<file path="config.mk">
export PLATFORM = sky130hd
export DESIGN_NAME = watchdog_can_control_regs
export DESIGN_NICKNAME = d
export VERILOG_FILES = /design/src/verilog/wdog_can_pkg.sv /design/src/verilog/wdog_period_lut.sv /design/src/verilog/watchdog_can_control_regs.sv
export VERILOG_INCLUDE_DIRS = /design/src /design/src/verilog
export SDC_FILE = /design/constraint.sdc
export NUM_CORES = 1
export LEC_CHECK = 0
export ABC_AREA = 1
export BUFFER_PORTS_ARGS = -buffer_cell sky130_fd_sc_hd__buf_2
export CELL_PAD_IN_SITES_DETAIL_PLACEMENT = 1
export CELL_PAD_IN_SITES_GLOBAL_PLACEMENT = 1
export CORE_AREA = 2 2 72 109
export DETAILED_ROUTE_END_ITERATION = 12
export DIE_AREA = 0 0 74 111
export PLACE_DENSITY_LB_ADDON = 0.1
export SLEW_MARGIN = 10
export SYNTH_ARGS = -nofsm -noshare
export SYNTH_HDL_FRONTEND = slang
export SYNTH_SLANG_ARGS = --single-unit
export TNS_END_PERCENT = 20
</file>
<file path="constraint.sdc">
create_clock -name clk -period 1.4 [get_ports clk]
set_input_delay 0.07 -clock clk [delete_from_list [all_inputs] [get_ports clk]]
set_output_delay 0.07 -clock clk [all_outputs]
set_load 0.1 [all_outputs]
</file>
<file path="src/verilog/wdog_can_consts.svh">
// constants for the watchdog, hardware and transceiver control words
// assumes the register bank is clocked at 50 MHz and reset by a global rst
`ifndef WDOG_CAN_CONSTS_SVH
`define WDOG_CAN_CONSTS_SVH

// ==========================================================
// register offsets
`define HWC_ADDR        7'h02
`define WDC_ADDR        7'h03
`define CANC_ADDR       7'h04

// ==========================================================
// writable masks, reset values, fail-safe pattern and retention masks
`define HWC_WMASK       16'h1e64
`define HWC_SOFT_KEEP   16'h0200
`define HWC_RST_KEEP    16'h1240
`define WDC_WMASK       16'h8077
`define WDC_RESET       16'h0014
`define WDC_RST_KEEP    16'h0010
`define CANC_WMASK      16'h0007
`define CANC_RESET      16'h0020
`define CANC_DEV_RESET  16'h0021
`define CANC_FAIL_PAT   16'h0009
`define CANC_FAIL_KEEP  16'h00e0

// ==========================================================
// field positions
`define HWC_STOP_B1     2
`define HWC_FAIL_ON     5
`define HWC_SOFT_NORST  6
`define WDC_STOP_B0     6
`define WDC_TYPE        5
`define WDC_BUS_WAKE    4
`define WDC_CHECKSUM    15

// ==========================================================
// transceiver mode lower-bit codes
`define CAN_LO_WAKE     2'b01
`define CAN_LO_RECV     2'b10
`define CAN_LO_NORM     2'b11

// ==========================================================
// watchdog periods in ms, indexed by period code
`define WD_P0_MS        14'd10
`define WD_P1_MS        14'd20
`define WD_P2_MS        14'd50
`define WD_P3_MS        14'd100
`define WD_P4_MS        14'd200
`define WD_P5_MS        14'd500
`define WD_P6_MS        14'd1000
`define WD_P7_MS        14'd10000

`endif

</file>
<file path="src/verilog/wdog_can_pkg.sv">
// types shared by the control-word register bank
// assumes nothing beyond the constants header
package wdog_can_pkg;
  typedef logic [6:0]  regaddr_t;
  typedef logic [15:0] word_t;
  typedef logic [2:0]  period_code_t;
  typedef logic [13:0] period_ms_t;
endpackage

</file>
<file path="src/verilog/wdog_period_lut.sv">
// watchdog period decoder: period code to period in ms
// assumes code comes from a register on the same clock
`timescale 1ns/1ns
`include "wdog_can_consts.svh"
module wdog_period_lut (
  // clock and reset
  input  wire logic                      clk,
  input  wire logic                      rst,
  // code in, period out
  input  wire wdog_can_pkg::period_code_t wdogPeriodCode,
  output wdog_can_pkg::period_ms_t        periodMs
);
  import wdog_can_pkg::*;

  // ==========================================================
  // registered lookup so the timing engine sees a clean value
  always_ff @(posedge clk or posedge rst) begin
    if (rst) begin
      periodMs <= `WD_P4_MS;
    end else begin
      case (wdogPeriodCode)
        3'h0: periodMs <= `WD_P0_MS;
        3'h1: periodMs <= `WD_P1_MS;
        3'h2: periodMs <= `WD_P2_MS;
        3'h3: periodMs <= `WD_P3_MS;
        3'h4: periodMs <= `WD_P4_MS;
        3'h5: periodMs <= `WD_P5_MS;
        3'h6: periodMs <= `WD_P6_MS;
        default: periodMs <= `WD_P7_MS;
      endcase
    end
  end
endmodule

</file>
<file path="src/verilog/watchdog_can_control_regs.sv">
// hardware, watchdog and transceiver control words with their device-side effects
// assumes the serial interface decodes frames into single-cycle write and read
// strobes on clk, and that mode-change events come from the device state machine
// as single-cycle pulses on the same clock
`timescale 1ns/1ns
`include "wdog_can_consts.svh"
module watchdog_can_control_regs (
  // clock and reset (rst is the power-on reset)
  input  wire logic                       clk,
  input  wire logic                       rst,
  // register access from the serial interface
  input  wire logic                       wrEn,
  input  wire wdog_can_pkg::regaddr_t     wrAddr,
  input  wire wdog_can_pkg::word_t        wrData,
  input  wire logic                       rdEn,
  input  wire wdog_can_pkg::regaddr_t     rdAddr,
  output wdog_can_pkg::word_t             rdData,
  output logic                            rdValid,
  // device mode events, one-cycle pulses, and the transceiver code loaded on restart
  input  wire logic                       softResetPulse,
  input  wire logic                       restartEntry,
  input  wire logic                       stopToNormal,
  input  wire logic                       sleepEntry,
  input  wire logic                       stopEntry,
  input  wire logic                       failSafeEntry,
  input  wire logic [1:0]                 restartCanCause,
  // device status levels
  input  wire logic                       system_error_flag,
  input  wire logic                       failureFlag,
  input  wire logic                       wakePinIsFailOut,
  input  wire logic                       swDevMode,
  // device-side updates of watchdog fields
  input  wire logic                       wdogHwUpdate,
  input  wire logic                       wdogHwStopB0,
  input  wire logic                       wdogHwBusWake,
  input  wire wdog_can_pkg::period_code_t wdogHwPeriod,
  // decoded controls toward the rest of the device
  output logic                            fail_output,
  output logic [1:0]                      stopWdogDisable,
  output logic                            wdogWindowMode,
  output logic                            wdog_start_on_bus_wake,
  output logic                            wdogChecksumBit,
  output wdog_can_pkg::period_code_t      wdog_period_code,
  output wdog_can_pkg::period_ms_t        wdogPeriodMs,
  output logic [2:0]                      canTransceiverMode,
  output logic                            softResetNoPin,
  output wdog_can_pkg::word_t             canCtrlWord
);
  import wdog_can_pkg::*;

  // ==========================================================
  // storage
  word_t hwCtrl_q;
  word_t hwCtrl_d;
  word_t wdCtrl_q;
  word_t wdCtrl_d;
  word_t canCtrl_q;
  word_t canCtrl_d;
  logic  initLoad_q;
  logic  failOut_q;

  // ==========================================================
  // helpers
  // merge a software write: only writable bits change, all other bits keep their stored value
  function automatic word_t mergeWrite(input word_t oldVal, input word_t newVal,
                                       input word_t wMask);
    mergeWrite = (oldVal & ~wMask) | (newVal & wMask);
  endfunction

  // reset value for the transceiver word, depending on development mode
  function automatic word_t canResetValue(input logic devMode);
    canResetValue = devMode ? `CANC_DEV_RESET : `CANC_RESET;
  endfunction

  logic wrHw;
  logic wrWd;
  logic wrCan;

  // address decode for writes; unmapped writes fall through silently
  assign wrHw  = wrEn && (wrAddr == `HWC_ADDR);
  assign wrWd  = wrEn && (wrAddr == `WDC_ADDR);
  assign wrCan = wrEn && (wrAddr == `CANC_ADDR);

  // ==========================================================
  // hardware control word
  // priority: soft reset, restart, device clears, then software write;
  // a device clear beats a software write in the same cycle
  always_comb begin
    hwCtrl_d = hwCtrl_q;
    if (softResetPulse) begin
      hwCtrl_d = hwCtrl_q & `HWC_SOFT_KEEP;
    end else if (restartEntry) begin
      // bit 5 is outside the keep mask, so software activation is dropped
      hwCtrl_d = hwCtrl_q & `HWC_RST_KEEP;
    end else begin
      if (wrHw) begin
        hwCtrl_d = mergeWrite(hwCtrl_q, wrData, `HWC_WMASK);
      end
      if (stopToNormal) begin
        hwCtrl_d[`HWC_STOP_B1] = 1'b0;
      end
    end
  end

  // power-on value is all zeros
  always_ff @(posedge clk or posedge rst) begin
    if (rst) begin
      hwCtrl_q <= 16'h0000;
    end else begin
      hwCtrl_q <= hwCtrl_d;
    end
  end

  // ==========================================================
  // watchdog control word
  // device updates of stop disable, bus wake and period win over a write
  always_comb begin
    wdCtrl_d = wdCtrl_q;
    if (softResetPulse) begin
      wdCtrl_d = `WDC_RESET;
    end else if (restartEntry) begin
      // bit 4 is set in the reset value, so it must be masked out before the
      // retained bit is merged back, or a cleared bit would come back as one
      wdCtrl_d = (`WDC_RESET & ~`WDC_RST_KEEP) | (wdCtrl_q & `WDC_RST_KEEP);
    end else begin
      if (wrWd) begin
        // parity bit is stored as written and only mirrored out
        wdCtrl_d = mergeWrite(wdCtrl_q, wrData, `WDC_WMASK);
      end
      if (wdogHwUpdate) begin
        wdCtrl_d[`WDC_STOP_B0]  = wdogHwStopB0;
        wdCtrl_d[`WDC_BUS_WAKE] = wdogHwBusWake;
        wdCtrl_d[2:0]           = wdogHwPeriod;
      end
    end
  end

  always_ff @(posedge clk or posedge rst) begin
    if (rst) begin
      wdCtrl_q <= `WDC_RESET;
    end else begin
      wdCtrl_q <= wdCtrl_d;
    end
  end

  // ==========================================================
  // transceiver control word
  // fail-safe force ranks below power-on load, soft reset and restart, and above
  // a software write and low-power entry in the same cycle
  always_comb begin
    canCtrl_d = canCtrl_q;
    if (initLoad_q) begin
      // development mode is a level from the device state logic, taken after release
      canCtrl_d = canResetValue(swDevMode);
    end else if (softResetPulse) begin
      canCtrl_d = canResetValue(swDevMode);
    end else if (restartEntry) begin
      canCtrl_d = {14'h0000, restartCanCause};
    end else if (failSafeEntry) begin
      canCtrl_d = (canCtrl_q & `CANC_FAIL_KEEP) | `CANC_FAIL_PAT;
    end else begin
      if (wrCan) begin
        canCtrl_d = mergeWrite(canCtrl_q, wrData, `CANC_WMASK);
      end
      // device touches only the lower two bits on low-power entry
      if (sleepEntry) begin
        if ((canCtrl_q[1:0] == `CAN_LO_NORM) && !system_error_flag) begin
          canCtrl_d[1:0] = `CAN_LO_WAKE;
        end else if (canCtrl_q[1:0] == `CAN_LO_RECV) begin
          canCtrl_d[1:0] = `CAN_LO_WAKE;
        end
        // wake capable and off codes fall through untouched
      end
      // stop entry keeps receive only as chosen beforehand by the host
      if (stopEntry) begin
        canCtrl_d[1:0] = canCtrl_q[1:0];
      end
    end
  end

  // the constant here is overwritten one cycle after release if needed
  always_ff @(posedge clk or posedge rst) begin
    if (rst) begin
      canCtrl_q <= `CANC_RESET;
    end else begin
      canCtrl_q <= canCtrl_d;
    end
  end

  // one-shot flag marking the first clock after power-on release
  always_ff @(posedge clk or posedge rst) begin
    if (rst) begin
      initLoad_q <= 1'b1;
    end else begin
      initLoad_q <= 1'b0;
    end
  end

  // ==========================================================
  // fail output
  // a failure keeps the output on regardless of the software bit, so
  // clearing the software bit alone cannot release it
  always_ff @(posedge clk or posedge rst) begin
    if (rst) begin
      failOut_q <= 1'b0;
    end else begin
      failOut_q <= failureFlag
                   || (hwCtrl_d[`HWC_FAIL_ON] && wakePinIsFailOut);
    end
  end

  assign fail_output = failOut_q;

  // ==========================================================
  // register read path
  // reserved bits can be set in the transceiver word storage and are masked on the way out
  always_ff @(posedge clk or posedge rst) begin
    if (rst) begin
      rdData <= 16'h0000;
    end else if (rdEn) begin
      case (rdAddr)
        `HWC_ADDR:  rdData <= hwCtrl_q & `HWC_WMASK;
        `WDC_ADDR:  rdData <= wdCtrl_q & `WDC_WMASK;
        `CANC_ADDR: rdData <= canCtrl_q & `CANC_WMASK;
        default:    rdData <= 16'h0000;
      endcase
    end
  end

  // read answer strobe one cycle after the request
  always_ff @(posedge clk or posedge rst) begin
    if (rst) begin
      rdValid <= 1'b0;
    end else begin
      rdValid <= rdEn;
    end
  end

  // ==========================================================
  // decoded controls, straight from the stored words
  assign stopWdogDisable        = {hwCtrl_q[`HWC_STOP_B1], wdCtrl_q[`WDC_STOP_B0]};
  assign wdogWindowMode         = wdCtrl_q[`WDC_TYPE];
  assign wdog_start_on_bus_wake = wdCtrl_q[`WDC_BUS_WAKE];
  assign wdogChecksumBit        = wdCtrl_q[`WDC_CHECKSUM];
  assign wdog_period_code       = wdCtrl_q[2:0];
  assign canTransceiverMode     = canCtrl_q[2:0];
  assign softResetNoPin         = hwCtrl_q[`HWC_SOFT_NORST];
  assign canCtrlWord            = canCtrl_q;

  // ==========================================================
  // period lookup for the watchdog timing engine
  wdog_period_lut u_period (
    .clk            (clk),
    .rst            (rst),
    .wdogPeriodCode (wdCtrl_q[2:0]),
    .periodMs       (wdogPeriodMs)
  );

endmodule

</file>
# --- Yosys cells after proc, flatten, opt, wreduce, memory -nomap -nowiden ---
# Cells that the tools add are included.
word_totals:
  regBits: 81
  in_bits: 52
  out_inout_bits: 60
  wordCells: 80
op_classes:
  eq_ne: 17
  n_mux: 22
  bitwise: 5
  n_reduce_logical: 20
ops:
  columns: ["op", "count"]
  rows:
  - ["$mux 16", 11]
  - ["$pmux 14 s7", 1]
  - ["$pmux 16 s3", 1]
  - ["$eq 7x2->1 const B", 4]
  - ["$or 15x16->16", 1]
  - ["$or 16x13->16", 1]
  - ["$or 16x3->16", 1]
  - ["$eq 7x3->1 const B", 2]
  - ["$reduce_bool 4->1", 3]
  - ["$eq 3x3->1 const B", 3]
  - ["$reduce_bool 3->1", 3]
  - ["$mux 2", 4]
  - ["$eq 3x2->1 const B", 2]
  - ["$reduce_and 2->1", 3]
  - ["$logic_and 1x1->1", 5]
  - ["$ne 5x3->1 const B", 1]
  - ["$reduce_bool 5->1", 1]
  - ["$eq 2x2->1 const B", 2]
  - ["$mux 1", 4]
  - ["$ne 4x3->1 const B", 1]
  - ["$eq 3x1->1 const B", 1]
  - ["$logic_not 3->1", 1]
  - ["$mux 3", 1]
  - ["$reduce_and 3->1", 1]
  - ["5 further kinds", 6]

# --- Depth between registers and ports, before layout ---
logic_depth:
  depth_word: 11
  depth_mapped: 9
  depth_no_buf: 9

# --- Modules after synthesis ---
# Synthesis repeated with hierarchy kept, for this count alone.
unflattened:
  hier_cells: 287
  area_unflattened_um2: 2288.4
modules_own_cells:
  columns: ["module", "instances", "cells_each", "area_each_um2", "seq_area_each_um2"]
  rows:
  - ["watchdog_can_control_regs", 1, 248, 1890.6, 830.8]
  - ["wdog_period_lut", 1, 39, 397.9, 254.0]

# --- Worst setup path before layout ---
# Ideal clock, no wire load.
synth_path:
  path_type: "reg-to-reg"
  from: "register wdCtrl_q[0]"
  to: "register u_period.periodMs[6]"
  setup_time_ns: 0.088
  arrival_ns: 1.525
  t_required_ns: 1.312
  path_slack_ns: -0.213
  stages_incl_launch_ff: 5
  n_path_buf: 0
  period_less_slack_ns: 1.613
  path_cell_list: "dfrtp_1 -> inv_1 -> nor2_1 -> o21ai_0 -> o21ai_0"
synth_via:
  elab_chain_len: 2
  word_cells_on_any_way: 8
  classes_between: "eq/ne (6); mux (1); reduce/logical (1)"
synth_rtl:
  columns: ["item", "line", "source"]
  rows:
  - ["start, declared", "watchdog_can_control_regs.sv:55", "word_t wdCtrl_q;"]
  - ["start signal, assigned", "watchdog_can_control_regs.sv:140", "wdCtrl_q <= `WDC_RESET;"]
  - ["start signal, assigned", "watchdog_can_control_regs.sv:142", "wdCtrl_q <= wdCtrl_d;"]
  - ["$eq 3x3->1, or another cell as far along", "wdog_period_lut.sv:21", "case (wdogPeriodCode)"]
  - ["$pmux 14 s7 *", "wdog_period_lut.sv:21", null]
  - ["end signal, assigned", "wdog_period_lut.sv:22", "3'h0: periodMs <= `WD_P0_MS;"]
  - ["end signal, assigned", "wdog_period_lut.sv:23", "3'h1: periodMs <= `WD_P1_MS;"]
  - ["end signal, assigned", "wdog_period_lut.sv:24", "3'h2: periodMs <= `WD_P2_MS;"]
  - ["end, declared", "wdog_period_lut.sv:11", "output wdog_can_pkg::period_ms_t periodMs"]
# Mark *: on every way between the ends. The rest lies on a longest branch, timed or not.
# A chain may end at the register's enable or synchronous reset.

# --- Final worst setup path ---
layout_path:
  from: "register wdCtrl_q[4]"
  to: "output port wdog_start_on_bus_wake"
layout_lines:
  columns: ["item", "line", "source"]
  rows:
  - ["end, declared", "watchdog_can_control_regs.sv:41", "output logic wdog_start_on_bus_wake,"]
# No word-level cell between the ends.

==> qor.txt <==
Unique masters post-synth -> 29
via count -> 2062
Mapped Area -> 2283 sq um
sequential fraction of the synthesis area -> 47.51%
layout cell share with drive strength beyond 1 -> 34.04%
Net count, final -> 430
I/O pin cnt -> 112
Achievable Freq -> 0.7477 GHz
final setup fails -> 0
clk sink count -> 43
vias in the first global route -> 2148
post-synth top area cell -> dfrtp_1
H-tree depth -> 2
worst hold slack -> 9.910 ps
Clock Latency Late Sink -> 290 ps
core area -> 7368 sq um
ys flop type -> dfrtp_1
fin util -> 41.28%
crit path time final -> 1337 ps
Synth Instances -> 279
HPWL Detailed -> 5067 microns
top cells by area, synth -> dfrtp_1, nand2_1, buf_4, dfstp_2, nand3_1
overall power -> 3567 uW
Critical Path, Cell by Cell -> buf_2
Routed WL -> 6172 microns
Vias per Instance -> 4.287
Peak VDD IR -> 0.3970 mV
largest net degree at the start of global routing -> 27
CP peak stage delay -> 550 ps
Initial Util -> 30.99%
Worst-path clk slew -> 60 ps
Worst Path Max Fanout -> 3
Fillers -> 938
most common cell in the synthesized netlist -> nand2_1
clock tree buffer depth -> 2
syn_area_per_cell -> 8.184 sq um
Yosys warnings -> 0
number of diodes -> 0
maxcap violations -> 0
Area Growth Syn to Fin -> 33.21%
Pleak -> 0.001721 uW
first-pass GRT wire length -> 10180 microns
CTS Buf Count -> 5
Worst setup SP type -> register
Die Y -> 111 microns
GRT Residual Overflow -> 0
outcome -> complete, no violations
CTS tree -> yes
drt drc -> 0
gr usage total -> 16.21%
Largest delay share family, worst path -> flip-flops
WS Path Type -> register to output pin
die area -> 8214 sq um
asr flop ratio synth -> 100.0%
worst clock skew -> 5.414 ps
antenna violations before repair -> 0
# rows -> 39
Worst Path Required -> 1330 ps
Crit path arrival time -> 1270 ps
Placed Cells -> 464
TritonRoute pass-1 iters -> 4
EDFF count, synth -> 0
CP max-delay cell -> dfstp_2
IO Port Bufs -> 87
flops & latches, synth -> 43
synth cell count leaders -> nand2_1, dfrtp_1, inv_1
power density cells -> 1173 nW/um^2
count of final hold-check violations -> 0
RSZ-0062 raised after global routing -> false
Initial DRC Count -> 49
Detail Route Antenna Nets -> 0
Die X -> 74 microns
part of the cycle the worst path needs -> 95.53%
GPL Wtd Cong -> 0.7659
Slew Limit Fails -> 0
Worst Setup End Kind -> output pin
routed len/inst -> 12.83 microns
share of the synthesized area in the top cell type -> 39.45%
root buf cell -> clkbuf_16
Post-CTS Setup Repair Bufs -> 0
non-filler cells, final -> 481
Worst Path Buf+Inv -> 1
Worst Hold Class -> primary input to register
[area by class of cell]
cell class | count | area, sq um | area share [%]
inverter | 30 | 112.6 | 3.702
clock inverter | 1 | 30.03 | 0.9872
sequential | 43 | 1094 | 35.95
tap | 102 | 127.6 | 4.196
clock buffer | 7 | 132.6 | 4.360
multi-input combinational | 198 | 962.2 | 31.63
timing repair buffer | 100 | 583.1 | 19.17
[metal layers]
| layer | vias to the layer above | share of wire, % | global-route usage (%) |
|---|---|---|---|
| met4 | 0 | 1.6 | 5.455 |
| li1 | 1031 | - | - |
| met2 | 63 | 54 | 29.70 |
| met1 | 962 | 39 | 17.89 |
| met5 | - | 0 | 0 |
| met3 | 6 | 5.0 | 3.182 |
[power by group]
group	total [uW]	switching, uW	internal, uW
clock network	1310	465	843
logic	925	766	159
registers	1330	31.5	1300
[per-stage QoR]
step                setup WS [ps]  TNS (ps)  instance area [sq um]
CTS                         55.18         0                   3022
global placement            217.8         0                   2789
global route                33.98         0                   3042
floorplan                  -26.57    -26.57                   2364
finish                      62.53         0                   3042
detailed placement          184.9         0                   2789
[worst min-delay path: cells and delay by family]
family	cells	cell delay, ps
buffers and inverters	1	100
and+or+nand+nor	2	100
[kinds of logic (layout without fill, tap and decap cells)]
logic type             Yosys count  count (layout)  synth area share [%]
and+or+nand+nor                147             147                 31.34
buffers and inverters           57             138                 13.48
AOI/OAI and AO/OA               31              31                 7.507
DFF                             43              43                 47.51
other                            1              20                0.1642
[state kept, by name (all words and copies together), names as in the netlist]
register           count
rdData                11
initLoad_q             1
fail_output            1
u_period.periodMs     10
canCtrlWord            5
hwCtrl_q               7
rdValid                1
wdCtrl_q               7
[layout by cell type (no fill, tap or decap), types with 2 or more instances in the layout]
master,synthesis,final
buf_2,0,86
nand2_1,83,83
dfrtp_1,36,32
inv_1,29,28
nand3_1,22,22
conb_1,1,20
nor2_1,19,19
o21ai_0,15,15
dlygate4sd3_1,0,9
a21oi_1,7,7
dfstp_2,7,6
o21ai_1,5,5
clkbuf_16,0,5
nand2_2,4,4
dfrtp_2,0,4
nor2_8,3,3
nor2_2,3,3
buf_4,25,3
inv_2,1,2
or2_4,2,2
nor3_4,2,2
nand4_1,2,2
nor3_1,2,2
clkbuf_1,2,2
buf_12,0,2
[worst paths after layout]
check,startpoint,slack [ps],to,cells past startpoint
setup / recovery,wdCtrl_q[4],60,wdog_start_on_bus_wake,1
hold / removal,wrData[6],10,hwCtrl_q[6],3
setup reg to reg,initLoad_q,190,canCtrlWord[0],7
hold reg to reg,rdData[5],470,rdData[5],2
max in group asynchronous,rst,500,u_period.periodMs[3],4
min in group asynchronous,rst,330,rdData[10],3
[timing repair]
action,CTS,global route
gates resized for setup,0,0
endpoints found under the hold margin,21,2
hold buffers,7,2
No activity file was read; power rests on OpenSTA's default activity.
